$ cat src/hdl/augment_consts.svh
// constants for the page augment leaf unit: codes, checks, register map
// assumes inclusion by the unit alone, nothing else
`ifndef AUGMENT_CONSTS_SVH
`define AUGMENT_CONSTS_SVH
`define AUG_LEAF_CODE      32'h0000_000d
`define AUG_CPL_REQUIRED   2'h0
`define AUG_DESC_ALIGN_LSB 5
`define AUG_PAGE_LSB       12
`define AUG_PAGE_NUM_MSB   43
`define AUG_PT_REGULAR     8'h01
`define AUG_PT_CONTROL     8'h00
`define AUG_PAGE_WORDS     11'h400
`define AUG_WORD_BYTES     3'h4
`define AUG_OFF_CTRL       12'h000
`define AUG_OFF_CACHE_BASE 12'h004
`define AUG_OFF_CACHE_PGS  12'h008
`define AUG_OFF_STATUS     12'h00c
`define AUG_OFF_FAULT_LO   12'h010
`define AUG_OFF_FAULT_HI   12'h014
`define AUG_CTRL_RESET     32'h0000_0000
`define AUG_CTRL_ENABLE    0
`endif

$ cat src/hdl/augment_pkg.sv
// types shared by the page augment leaf unit and its surroundings
// assumes 64-bit linear and physical addresses
package augment_pkg;
  typedef enum logic [1:0] {
    FAULT_NONE,
    FAULT_GP,
    FAULT_PF,
    FAULT_LEAF
  } fault_e;

  // one leaf issue from the pipeline, descriptor already fetched
  typedef struct packed {
    logic [31:0] accumulator_register;
    logic [1:0]  cpl;
    logic [63:0] second_operand_register;
    logic [63:0] third_operand_register;
    logic [63:0] control_page_ptr;
    logic [63:0] target_linear_address;
    logic [63:0] source_page_field;
    logic [63:0] security_info_field;
    logic        segment_violation;
    logic        operand_locked;
  } leaf_req_s;

  typedef struct packed {
    fault_e      kind;
    logic [63:0] addr;
  } leaf_rsp_s;

  // one protected page map entry
  typedef struct packed {
    logic        valid;
    logic        read_en;
    logic        write_en;
    logic        exec_en;
    logic [7:0]  page_type;
    logic        blocked;
    logic        pending;
    logic        flag_a;
    logic        permission_restrict_flag;
    logic [63:0] entry_linear_address;
    logic [63:0] control_id;
  } map_entry_s;

  // attributes held in an enclave control page
  typedef struct packed {
    logic        initialized;
    logic [63:0] enclave_base;
    logic [63:0] enclave_size;
    logic [63:0] control_id;
  } ctrl_attr_s;
endpackage : augment_pkg

$ cat src/hdl/enclave_page_augment.sv
// page augment leaf unit: checks one leaf issue, zeroes the page, writes map
// assumes same-clock lock manager, map/attr read of one cycle latency,
// page and map write ports with ready, apb master on core_clk
//
// Behaviour
// - leaf code 0dh selects this operation
// - refuse unless privilege level is zero
// - descriptor address not 32-byte aligned: gp
// - destination not 4 KiB aligned: gp
// - destination outside page cache: pf
// - control pointer or linear address misaligned: gp
// - source or security field nonzero: gp
// - control page invalid or wrong type: pf
// - destination held by another: gp
// - control page conflicting holder: gp
// - destination entry already valid: pf
// - enclave not initialized: gp
// - linear address outside enclave range: gp
// - clear all destination page bits
// - entry read write, no exec, regular
// - pending set, other flags cleared
// - store linear address and control id
// - valid bit written last
// - segment limit or noncanonical operand: gp
// - locked memory operand: gp
//
// Local design decisions: register access over APB and the register addresses.
`timescale 1ns/100ps
`include "augment_consts.svh"
module enclave_page_augment (
  input  wire logic                   core_clk,
  input  wire logic                   rst_n,
  input  wire logic                   ce,
  input  wire logic                   req_valid,
  output logic                        req_ready,
  input  wire augment_pkg::leaf_req_s req,
  output logic                        rsp_valid,
  output augment_pkg::leaf_rsp_s      rsp,
  output logic                        lock_req,
  output logic [63:0]                 lock_addr,
  output logic                        lock_excl,
  input  wire logic                   lock_grant,
  output logic                        lock_release,
  output logic                        meta_rd,
  output logic [63:0]                 meta_addr,
  input  wire augment_pkg::map_entry_s meta_entry,
  input  wire augment_pkg::ctrl_attr_s meta_attr,
  output logic                        pg_wr_valid,
  input  wire logic                   pg_wr_ready,
  output logic [63:0]                 pg_wr_addr,
  output logic [31:0]                 pg_wr_data,
  output logic                        map_wr_valid,
  input  wire logic                   map_wr_ready,
  output logic [63:0]                 map_wr_addr,
  output augment_pkg::map_entry_s     map_wr_entry,
  input  wire logic                   psel,
  input  wire logic                   penable,
  input  wire logic                   pwrite,
  input  wire logic [11:0]            paddr,
  input  wire logic [31:0]            pwdata,
  output logic                        pready,
  output logic [31:0]                 prdata,
  output logic                        pslverr
);
  typedef enum logic [2:0] {
    S_IDLE, S_LOCK_DST, S_DST_CHK, S_LOCK_CTL, S_CTL_CHK,
    S_CLEAR, S_MAP, S_VALID
  } state_e;

  state_e                  state;
  augment_pkg::leaf_req_s  held;
  logic [9:0]              word_cnt;
  logic [31:0]             ctrl;
  logic [31:0]             cache_base;
  logic [31:0]             cache_pages;
  logic [15:0]             done_cnt;
  logic [1:0]              last_kind;
  logic [63:0]             last_addr;

  // low bits below lsb are zero
  function automatic logic aligned(input logic [63:0] a, input int lsb);
    logic [63:0] m;
    m = (64'h1 << lsb) - 64'h1;
    return (a & m) == 64'h0;
  endfunction : aligned

  // address falls on a page inside the configured cache window
  function automatic logic in_cache(input logic [63:0] a,
                                    input logic [31:0] base,
                                    input logic [31:0] pages);
    logic [31:0] pn;
    logic [31:0] rel;
    pn  = a[`AUG_PAGE_NUM_MSB:`AUG_PAGE_LSB];
    rel = pn - base;
    return (a[63:`AUG_PAGE_NUM_MSB+1] == 20'h0) && (pn >= base)
           && (rel < pages);
  endfunction : in_cache

  // request handshake and immediate checks in issue order
  wire take     = req_valid && req_ready;
  wire leaf_ok  = req.accumulator_register == `AUG_LEAF_CODE;
  wire cpl_bad  = req.cpl != `AUG_CPL_REQUIRED;
  wire desc_bad = !aligned(req.second_operand_register,
                           `AUG_DESC_ALIGN_LSB);
  wire dst_bad  = !aligned(req.third_operand_register,
                           `AUG_PAGE_LSB);
  wire dst_out  = !in_cache(req.third_operand_register,
                            cache_base, cache_pages);
  wire ptr_bad  = !aligned(req.control_page_ptr, `AUG_PAGE_LSB)
                  || !aligned(req.target_linear_address,
                              `AUG_PAGE_LSB);
  wire zero_bad = (req.source_page_field != 64'h0)
                  || (req.security_info_field != 64'h0);
  wire ctl_out  = !in_cache(req.control_page_ptr,
                            cache_base, cache_pages);
  wire gp_early = cpl_bad || req.segment_violation
                  || req.operand_locked
                  || desc_bad || dst_bad;
  wire gp_late  = ptr_bad || zero_bad;

  // control page checks once its entry and attributes return
  wire ctl_type_bad = !meta_entry.valid
                      || meta_entry.page_type != `AUG_PT_CONTROL;
  wire [64:0] ctl_end = {1'b0, meta_attr.enclave_base}
                        + {1'b0, meta_attr.enclave_size};
  wire range_bad = ({1'b0, held.target_linear_address}
                    < {1'b0, meta_attr.enclave_base})
                   || ({1'b0, held.target_linear_address}
                       >= ctl_end);

  // handshake outputs
  assign req_ready = ce && state == S_IDLE && ctrl[`AUG_CTRL_ENABLE];
  assign lock_req  = ce && (state == S_LOCK_DST || state == S_LOCK_CTL);
  assign meta_rd   = lock_req && lock_grant;
  assign lock_addr = meta_addr;
  assign pg_wr_valid  = ce && state == S_CLEAR;
  assign map_wr_valid = ce && (state == S_MAP || state == S_VALID);
  assign pg_wr_data   = 32'h0;
  assign pg_wr_addr   = held.third_operand_register
                        + {52'h0, word_cnt, 2'h0};
  assign map_wr_addr  = held.third_operand_register;

  // leaf sequencer
  always_ff @(posedge core_clk) begin
    if (!rst_n) begin
      state        <= S_IDLE;
      held         <= '0;
      word_cnt     <= 10'h0;
      rsp_valid    <= 1'b0;
      rsp          <= '0;
      lock_release <= 1'b0;
      lock_excl    <= 1'b0;
      meta_addr    <= 64'h0;
      map_wr_entry <= '0;
    end else if (ce) begin
      rsp_valid    <= 1'b0;
      lock_release <= 1'b0;
      case (state)
        S_IDLE: begin
          if (take) begin
            held      <= req;
            meta_addr <= req.third_operand_register;
            lock_excl <= 1'b1;
            word_cnt  <= 10'h0;
            rsp_valid <= !leaf_ok || gp_early || dst_out
                         || gp_late || ctl_out;
            rsp.addr  <= 64'h0;
            if (!leaf_ok)
              rsp.kind <= augment_pkg::FAULT_LEAF;
            else if (gp_early)
              rsp.kind <= augment_pkg::FAULT_GP;
            else if (dst_out) begin
              rsp.kind <= augment_pkg::FAULT_PF;
              rsp.addr <= req.third_operand_register;
            end else if (gp_late)
              rsp.kind <= augment_pkg::FAULT_GP;
            else if (ctl_out) begin
              rsp.kind <= augment_pkg::FAULT_PF;
              rsp.addr <= req.control_page_ptr;
            end else
              state <= S_LOCK_DST;
          end
        end
        S_LOCK_DST: begin
          if (!lock_grant) begin
            rsp_valid    <= 1'b1;
            rsp          <= '{augment_pkg::FAULT_GP, 64'h0};
            lock_release <= 1'b1;
            state        <= S_IDLE;
          end else
            state <= S_DST_CHK;
        end
        S_DST_CHK: begin
          meta_addr <= held.control_page_ptr;
          lock_excl <= 1'b0;
          if (meta_entry.valid) begin
            rsp_valid    <= 1'b1;
            rsp          <= '{augment_pkg::FAULT_PF,
                              held.third_operand_register};
            lock_release <= 1'b1;
            state        <= S_IDLE;
          end else
            state <= S_LOCK_CTL;
        end
        S_LOCK_CTL: begin
          if (!lock_grant) begin
            rsp_valid    <= 1'b1;
            rsp          <= '{augment_pkg::FAULT_GP, 64'h0};
            lock_release <= 1'b1;
            state        <= S_IDLE;
          end else
            state <= S_CTL_CHK;
        end
        S_CTL_CHK: begin
          rsp.addr <= 64'h0;
          if (ctl_type_bad || !meta_attr.initialized || range_bad) begin
            rsp_valid    <= 1'b1;
            lock_release <= 1'b1;
            state        <= S_IDLE;
            if (ctl_type_bad) begin
              rsp.kind <= augment_pkg::FAULT_PF;
              rsp.addr <= held.control_page_ptr;
            end else
              rsp.kind <= augment_pkg::FAULT_GP;
          end else begin
            map_wr_entry <= '{valid: 1'b0, read_en: 1'b1,
                              write_en: 1'b1, exec_en: 1'b0,
                              page_type: `AUG_PT_REGULAR,
                              blocked: 1'b0, pending: 1'b1,
                              flag_a: 1'b0,
                              permission_restrict_flag: 1'b0,
                              entry_linear_address:
                                held.target_linear_address,
                              control_id: meta_attr.control_id};
            state <= S_CLEAR;
          end
        end
        S_CLEAR: begin
          if (pg_wr_ready) begin
            word_cnt <= word_cnt + 10'h1;
            if (word_cnt == 10'h3ff)
              state <= S_MAP;
          end
        end
        S_MAP: begin
          if (map_wr_ready) begin
            map_wr_entry.valid <= 1'b1;
            state              <= S_VALID;
          end
        end
        S_VALID: begin
          if (map_wr_ready) begin
            rsp_valid    <= 1'b1;
            rsp          <= '{augment_pkg::FAULT_NONE, 64'h0};
            lock_release <= 1'b1;
            state        <= S_IDLE;
          end
        end
        default: state <= S_IDLE;
      endcase
    end
  end

  // apb decode; slave always answers in the access cycle
  wire apb_wr = psel && penable && pwrite;
  wire hit_ctrl = paddr == `AUG_OFF_CTRL;
  wire hit_base = paddr == `AUG_OFF_CACHE_BASE;
  wire hit_pgs  = paddr == `AUG_OFF_CACHE_PGS;
  wire hit_stat = paddr == `AUG_OFF_STATUS;
  wire hit_flo  = paddr == `AUG_OFF_FAULT_LO;
  wire hit_fhi  = paddr == `AUG_OFF_FAULT_HI;
  wire hit_any  = hit_ctrl || hit_base || hit_pgs || hit_stat
                  || hit_flo || hit_fhi;
  wire [31:0] status_word = {done_cnt, 12'h0, last_kind, 1'b0,
                             state != S_IDLE};
  assign pready  = 1'b1;
  assign pslverr = psel && penable && !hit_any;
  assign prdata  = !(psel && penable && !pwrite) ? 32'h0 :
                   hit_ctrl ? ctrl :
                   hit_base ? cache_base :
                   hit_pgs  ? cache_pages :
                   hit_stat ? status_word :
                   hit_flo  ? last_addr[31:0] :
                   hit_fhi  ? last_addr[63:32] : 32'h0;

  // writable configuration
  always_ff @(posedge core_clk) begin
    if (!rst_n) begin
      ctrl        <= `AUG_CTRL_RESET;
      cache_base  <= 32'h0;
      cache_pages <= 32'h0;
    end else if (ce && apb_wr) begin
      if (hit_ctrl)
        ctrl <= pwdata;
      if (hit_base)
        cache_base <= pwdata;
      if (hit_pgs)
        cache_pages <= pwdata;
    end
  end

  // result history seen by software
  always_ff @(posedge core_clk) begin
    if (!rst_n) begin
      done_cnt  <= 16'h0;
      last_kind <= 2'h0;
      last_addr <= 64'h0;
    end else if (ce && rsp_valid) begin
      done_cnt  <= done_cnt + 16'h1;
      last_kind <= rsp.kind;
      last_addr <= rsp.addr;
    end
  end

  // helper state for the checks below
  logic       fields_done;
  logic [1:0] map_writes;
  logic [10:0] clr_writes;
  always_ff @(posedge core_clk) begin
    if (!rst_n || take) begin
      fields_done <= 1'b0;
      map_writes  <= 2'h0;
      clr_writes  <= 11'h0;
    end else if (ce) begin
      if (map_wr_valid && map_wr_ready) begin
        fields_done <= 1'b1;
        map_writes  <= map_writes + 2'h1;
      end
      if (pg_wr_valid && pg_wr_ready)
        clr_writes <= clr_writes + 11'h1;
    end
  end

  property p_leaf_only;
    @(posedge core_clk) disable iff (!rst_n)
    ce && take && !leaf_ok |=> rsp_valid
      && rsp.kind == augment_pkg::FAULT_LEAF && state == S_IDLE;
  endproperty
  a_leaf_only: assert property (p_leaf_only)
    else $error("wrong leaf code was not refused");

  property p_cpl;
    @(posedge core_clk) disable iff (!rst_n)
    ce && take && leaf_ok && cpl_bad |=> rsp_valid
      && rsp.kind == augment_pkg::FAULT_GP;
  endproperty
  a_cpl: assert property (p_cpl)
    else $error("nonzero privilege did not fault");

  property p_dest_pf;
    @(posedge core_clk) disable iff (!rst_n)
    ce && take && leaf_ok && !gp_early && dst_out |=> rsp_valid
      && rsp.kind == augment_pkg::FAULT_PF
      && rsp.addr == $past(req.third_operand_register);
  endproperty
  a_dest_pf: assert property (p_dest_pf)
    else $error("destination outside cache did not page fault");

  property p_dest_lock;
    @(posedge core_clk) disable iff (!rst_n)
    ce && state == S_LOCK_DST && !lock_grant ##1 ce |-> rsp_valid
      && rsp.kind == augment_pkg::FAULT_GP && lock_release;
  endproperty
  a_dest_lock: assert property (p_dest_lock)
    else $error("refused destination lock did not fault");

  property p_entry_fields;
    @(posedge core_clk) disable iff (!rst_n)
    map_wr_valid |-> map_wr_entry.read_en && map_wr_entry.write_en
      && !map_wr_entry.exec_en
      && map_wr_entry.page_type == `AUG_PT_REGULAR
      && map_wr_entry.pending && !map_wr_entry.blocked
      && !map_wr_entry.flag_a && !map_wr_entry.permission_restrict_flag;
  endproperty
  a_entry_fields: assert property (p_entry_fields)
    else $error("map entry fields wrong");

  property p_lin_recorded;
    @(posedge core_clk) disable iff (!rst_n)
    map_wr_valid |-> map_wr_entry.entry_linear_address
      == held.target_linear_address;
  endproperty
  a_lin_recorded: assert property (p_lin_recorded)
    else $error("linear address not stored in entry");

  property p_valid_last;
    @(posedge core_clk) disable iff (!rst_n)
    map_wr_valid && map_wr_entry.valid |-> fields_done
      && clr_writes == `AUG_PAGE_WORDS;
  endproperty
  a_valid_last: assert property (p_valid_last)
    else $error("valid bit written before fields and clear");

  property p_no_change_on_fault;
    @(posedge core_clk) disable iff (!rst_n)
    rsp_valid && rsp.kind != augment_pkg::FAULT_NONE |->
      map_writes == 2'h0 && clr_writes == 11'h0;
  endproperty
  a_no_change_on_fault: assert property (p_no_change_on_fault)
    else $error("page or map changed on a faulting leaf");

  property p_ok_complete;
    @(posedge core_clk) disable iff (!rst_n)
    rsp_valid && rsp.kind == augment_pkg::FAULT_NONE |->
      map_writes == 2'h2 && clr_writes == `AUG_PAGE_WORDS;
  endproperty
  a_ok_complete: assert property (p_ok_complete)
    else $error("success without full clear and two map writes");
endmodule : enclave_page_augment

$ cat config.mk
export PLATFORM = sky130hd
export DESIGN_NAME = enclave_page_augment
export DESIGN_NICKNAME = d
export VERILOG_FILES = /design/src/hdl/augment_pkg.sv /design/src/hdl/enclave_page_augment.sv
export VERILOG_INCLUDE_DIRS = /design/src /design/src/hdl
export SDC_FILE = /design/constraint.sdc
export NUM_CORES = 2
export LEC_CHECK = 0
export BUFFER_PORTS_ARGS = -buffer_cell sky130_fd_sc_hd__buf_2
export CORE_AREA = 8 8 521 523
export CTS_CLUSTER_SIZE = 8
export DETAILED_ROUTE_END_ITERATION = 8
export DIE_AREA = 0 0 529 531
export PLACE_DENSITY = 0.39
export REMOVE_ABC_BUFFERS = 1
export SETUP_SLACK_MARGIN = 0.15
export SLEW_MARGIN = 5
export SYNTH_ARGS = -nofsm -noshare
export SYNTH_HDL_FRONTEND = slang
export SYNTH_SLANG_ARGS = --single-unit
$ cat constraint.sdc
create_clock -name core_clk -period 6.6 [get_ports core_clk]
set_input_delay 0.99 -clock core_clk [delete_from_list [all_inputs] [get_ports core_clk]]
set_output_delay 0.99 -clock core_clk [all_outputs]
set_load 0.05 [all_outputs]
==> results.md <==
* Status: complete, no violations
* Register clock-pin slew on the reported worst setup and hold paths at 0.06 ns
* Max H-tree Level at 3
* Setup violators final at 0
* CTS tree: yes
* Area occupied by multi-input gates at 25100 µm²
* WL met2 at 139000 µm
* Mapped Avg Cell Area at 7.54 µm²
* Wire per inst at 27.4 µm
* Hold depth at 2
* Placed cell count at 9961
* Io pins at 1351
* Power Density at 189 nW/µm²
* Clk sinks at 646
* Clk_skew at 0.0474 ns
* Post-Synth Adder-Cell Area at 0.103
* Die width at 529 µm
* Post-Synth Simple-Gate Area at 0.199
* Starting Density at 0.154
* Commonest non-fill, non-tap cells in the layout: buf_2, nand2_1, a21oi_1
* RePlAce Congestion at 0.902
* Maxcap violations at 0
* Slew HR at 0.205
* Arr. time, crit path at 6.91 ns
* Synth-to-Final Area Change at 36.7%
* Async set or reset register ratio after synthesis at 0
* Die ar. at 281000 µm²
* DRC viols at 0
* Fin crit share at 0.948
* CP peak stage delay at 0.41 ns
* Main combinational cell family by area after synthesis: compound AO/OA/AOI/OAI gates
* Top_reg_cell synth: dfxtp_1
* Commonest non-fill, non-tap cell in the layout: buf_2
* Row cnt at 189
* FILL cells at 29900
* RSZ-0062 raised after global routing: no
* Flops & latches, synth at 646
* Slew @ Worst Pin at 1.18 ns
* Die H at 531 µm
* Crit path launch type: register
* First-pass GRT wire length at 373000 µm
* Drt total wl at 280000 µm
* EDFF count, synth at 0
* WL met1 at 108000 µm
* Total Routing Usage GR at 0.188
* Cell count of the worst reg-to-reg path at 31
* Worst hold path type: register to register
* Initial antenna violation count at 133
* Met3 wire length at 23000 µm
* Core area at 263000 µm²
* Worst skew pair latency at 0.75 ns
* CTS buffer count at 98
* Post-synthesis mux area share at 0.00797
* Final core occ at 0.211
* CTS max path bufs at 3
* Share of layout cells above drive strength 1 at 0.273
* Post-Synth XOR/XNOR Area at 0.0401
* Fmax at 160 MHz
* Minimum clock period at 6.26 ns
* Hold Path Origin: ctrl[31]
* # port buffers at 1112
* CP startpoint: cache_base[0]
* Yosys warning count at 0
* Pin count of the biggest net entering global routing at 139
* Via count at 45500
* Reg area at 12900 µm²
* Worst EP required at 7.26 ns
* Syn Std Cell Area at 40600 µm²
* Finished Layout Cells at 10200
* First drt pass iteration count at 6
* Final Max Slew Viols at 0
* Post-synthesis cell count at 5392
* Final ANT Viol Nets at 0
* Power, Total at 0.0105 W
* Iteration-0 DRC Markers at 3278
* Flop2flop setup slack at 0.34 ns
* Max VDD drop at 193 µV
* Layout net count at 7685
* Critical Path Fanout Max at 8
* Crit end category: register
* Final Hold Violating Endpoints at 0
* Sequential share of the synthesized area at 0.318
* Critical Setup Path Class: register to register
* Unique cell type count in the Yosys netlist at 85
* Hold Path Sink: ctrl[31]
* Root Buffer: clkbuf_16
* DP HPWL at 224000 µm
* Top Layer Used: met5
* Gr ovfl total at 0
* Pleak at 23.0 nW
* Vias per std cell at 4.47
* Slowest CP cell: or3_4
* Reg-to-Reg Start: cache_base[0]
* Reg2reg end: rsp[23]
* Compound-gate portion of the synthesized area at 0.247
* Vias in the first global route at 45000
-- worst max path at each step --
stage                to  slack, ns  cells after the start
5_1_grt         rsp[55]       0.14                     31
2_1_floorplan  state[0]      -3.33                      2
3_5_place_dp    rsp[28]      -1.47                     32
3_3_place_gp    rsp[60]      -1.41                     32
4_1_cts         rsp[38]       0.12                     31
6_report        rsp[23]       0.34                     31
-- report_power, final --
group / total [W] / switching [W] / leakage [nW] / internal [W]
clock network: 0.00504 / 0.00215 / 1.41 / 0.00289
registers: 0.00390 / 0.000000248 / 5.20 / 0.00390
logic: 0.00158 / 0.000923 / 16.3 / 0.000654
-- registers in the layout (all words and copies together), names as in the netlist, 32 cells and up --
register and flops:
cache_base 32, cache_pages 32, ctrl 32, held 128, last_addr 64, lock_addr 64, map_wr_addr 64, map_wr_entry 130
rsp 66
-- final cells by class --
| type | count | area share |
|---|---|---|
| antenna | 74 | 0.00333 |
| timing repair buffer | 1527 | 0.166 |
| clock buffer | 118 | 0.0471 |
| multi-input combinational | 4076 | 0.452 |
| tap | 3533 | 0.0796 |
| sequential | 646 | 0.233 |
| clock inverter | 17 | 0.00525 |
| inverter | 192 | 0.0131 |
-- stage by stage --
stage	hold slack, ns	instance area, µm²	setup TNS (ns)	setup slack (ns)
after global routing	0.435	55500	0	0.140
final	0.453	55500	0	0.343
after floorplan	0.432	38100	-1740.78	-3.33
after global placement	0.439	51700	-138.33	-1.41
after CTS	0.382	55100	0	0.119
after detailed placement	0.446	51700	-148.08	-1.47
-- layer usage --
| layer | vias up | GRT usage |
|---|---|---|
| li1 | 21400 | - |
| met1 | 21900 | 0.214 |
| met2 | 1767 | 0.338 |
| met3 | 403 | 0.0524 |
| met4 | 94 | 0.0591 |
| met5 | - | 0 |
-- cells in the mapped netlist (all sizes together) (47+ instances only) --
cell type,count,area (µm²)
a21o,124,931
buf,209,1540
nor2,278,1040
xor2,80,701
nor3,55,287
xnor2,106,928
nor4,70,444
inv,191,717
dfxtp,646,12900
nand2,973,3650
nand4,215,1350
clkbuf,311,1170
ha,329,4120
a311oi,68,596
a21oi,803,4030
a221oi,66,578
o21ai,374,1880
nand3,47,235
-- kinds of logic (layout without fill, tap and decap cells) --
group / Yosys count / in the layout
AO/OA/AOI/OAI: 1687 / 1687
XOR/XNOR: 186 / 186
adder cells (fa/ha/maj): 333 / 333
buffers and inverters: 712 / 1854
flip-flops: 646 / 646
multiplexers: 30 / 30
other: 2 / 118
AND/OR/NAND/NOR: 1796 / 1796
-- repair_timing --
action / CTS / global route
endpoints found under the setup margin: 57 / 191
gates resized for setup: 57 / 44
gates cloned: 4 / 2
buffers inserted: 4 / 3
pin swaps: 24 / 27
hold buffers: 0 / 0
-- worst max-delay path, delay by kind of cell, from the launching register on --
kind	cells	cell delay [ns]
compound gates	13	2.39
simple gates	7	1.28
buf+inv	7	1.06
fa+ha+maj	3	0.83
flops	1	0.37
xor+xnor	1	0.15
Power figures use the tool's default switching activity.
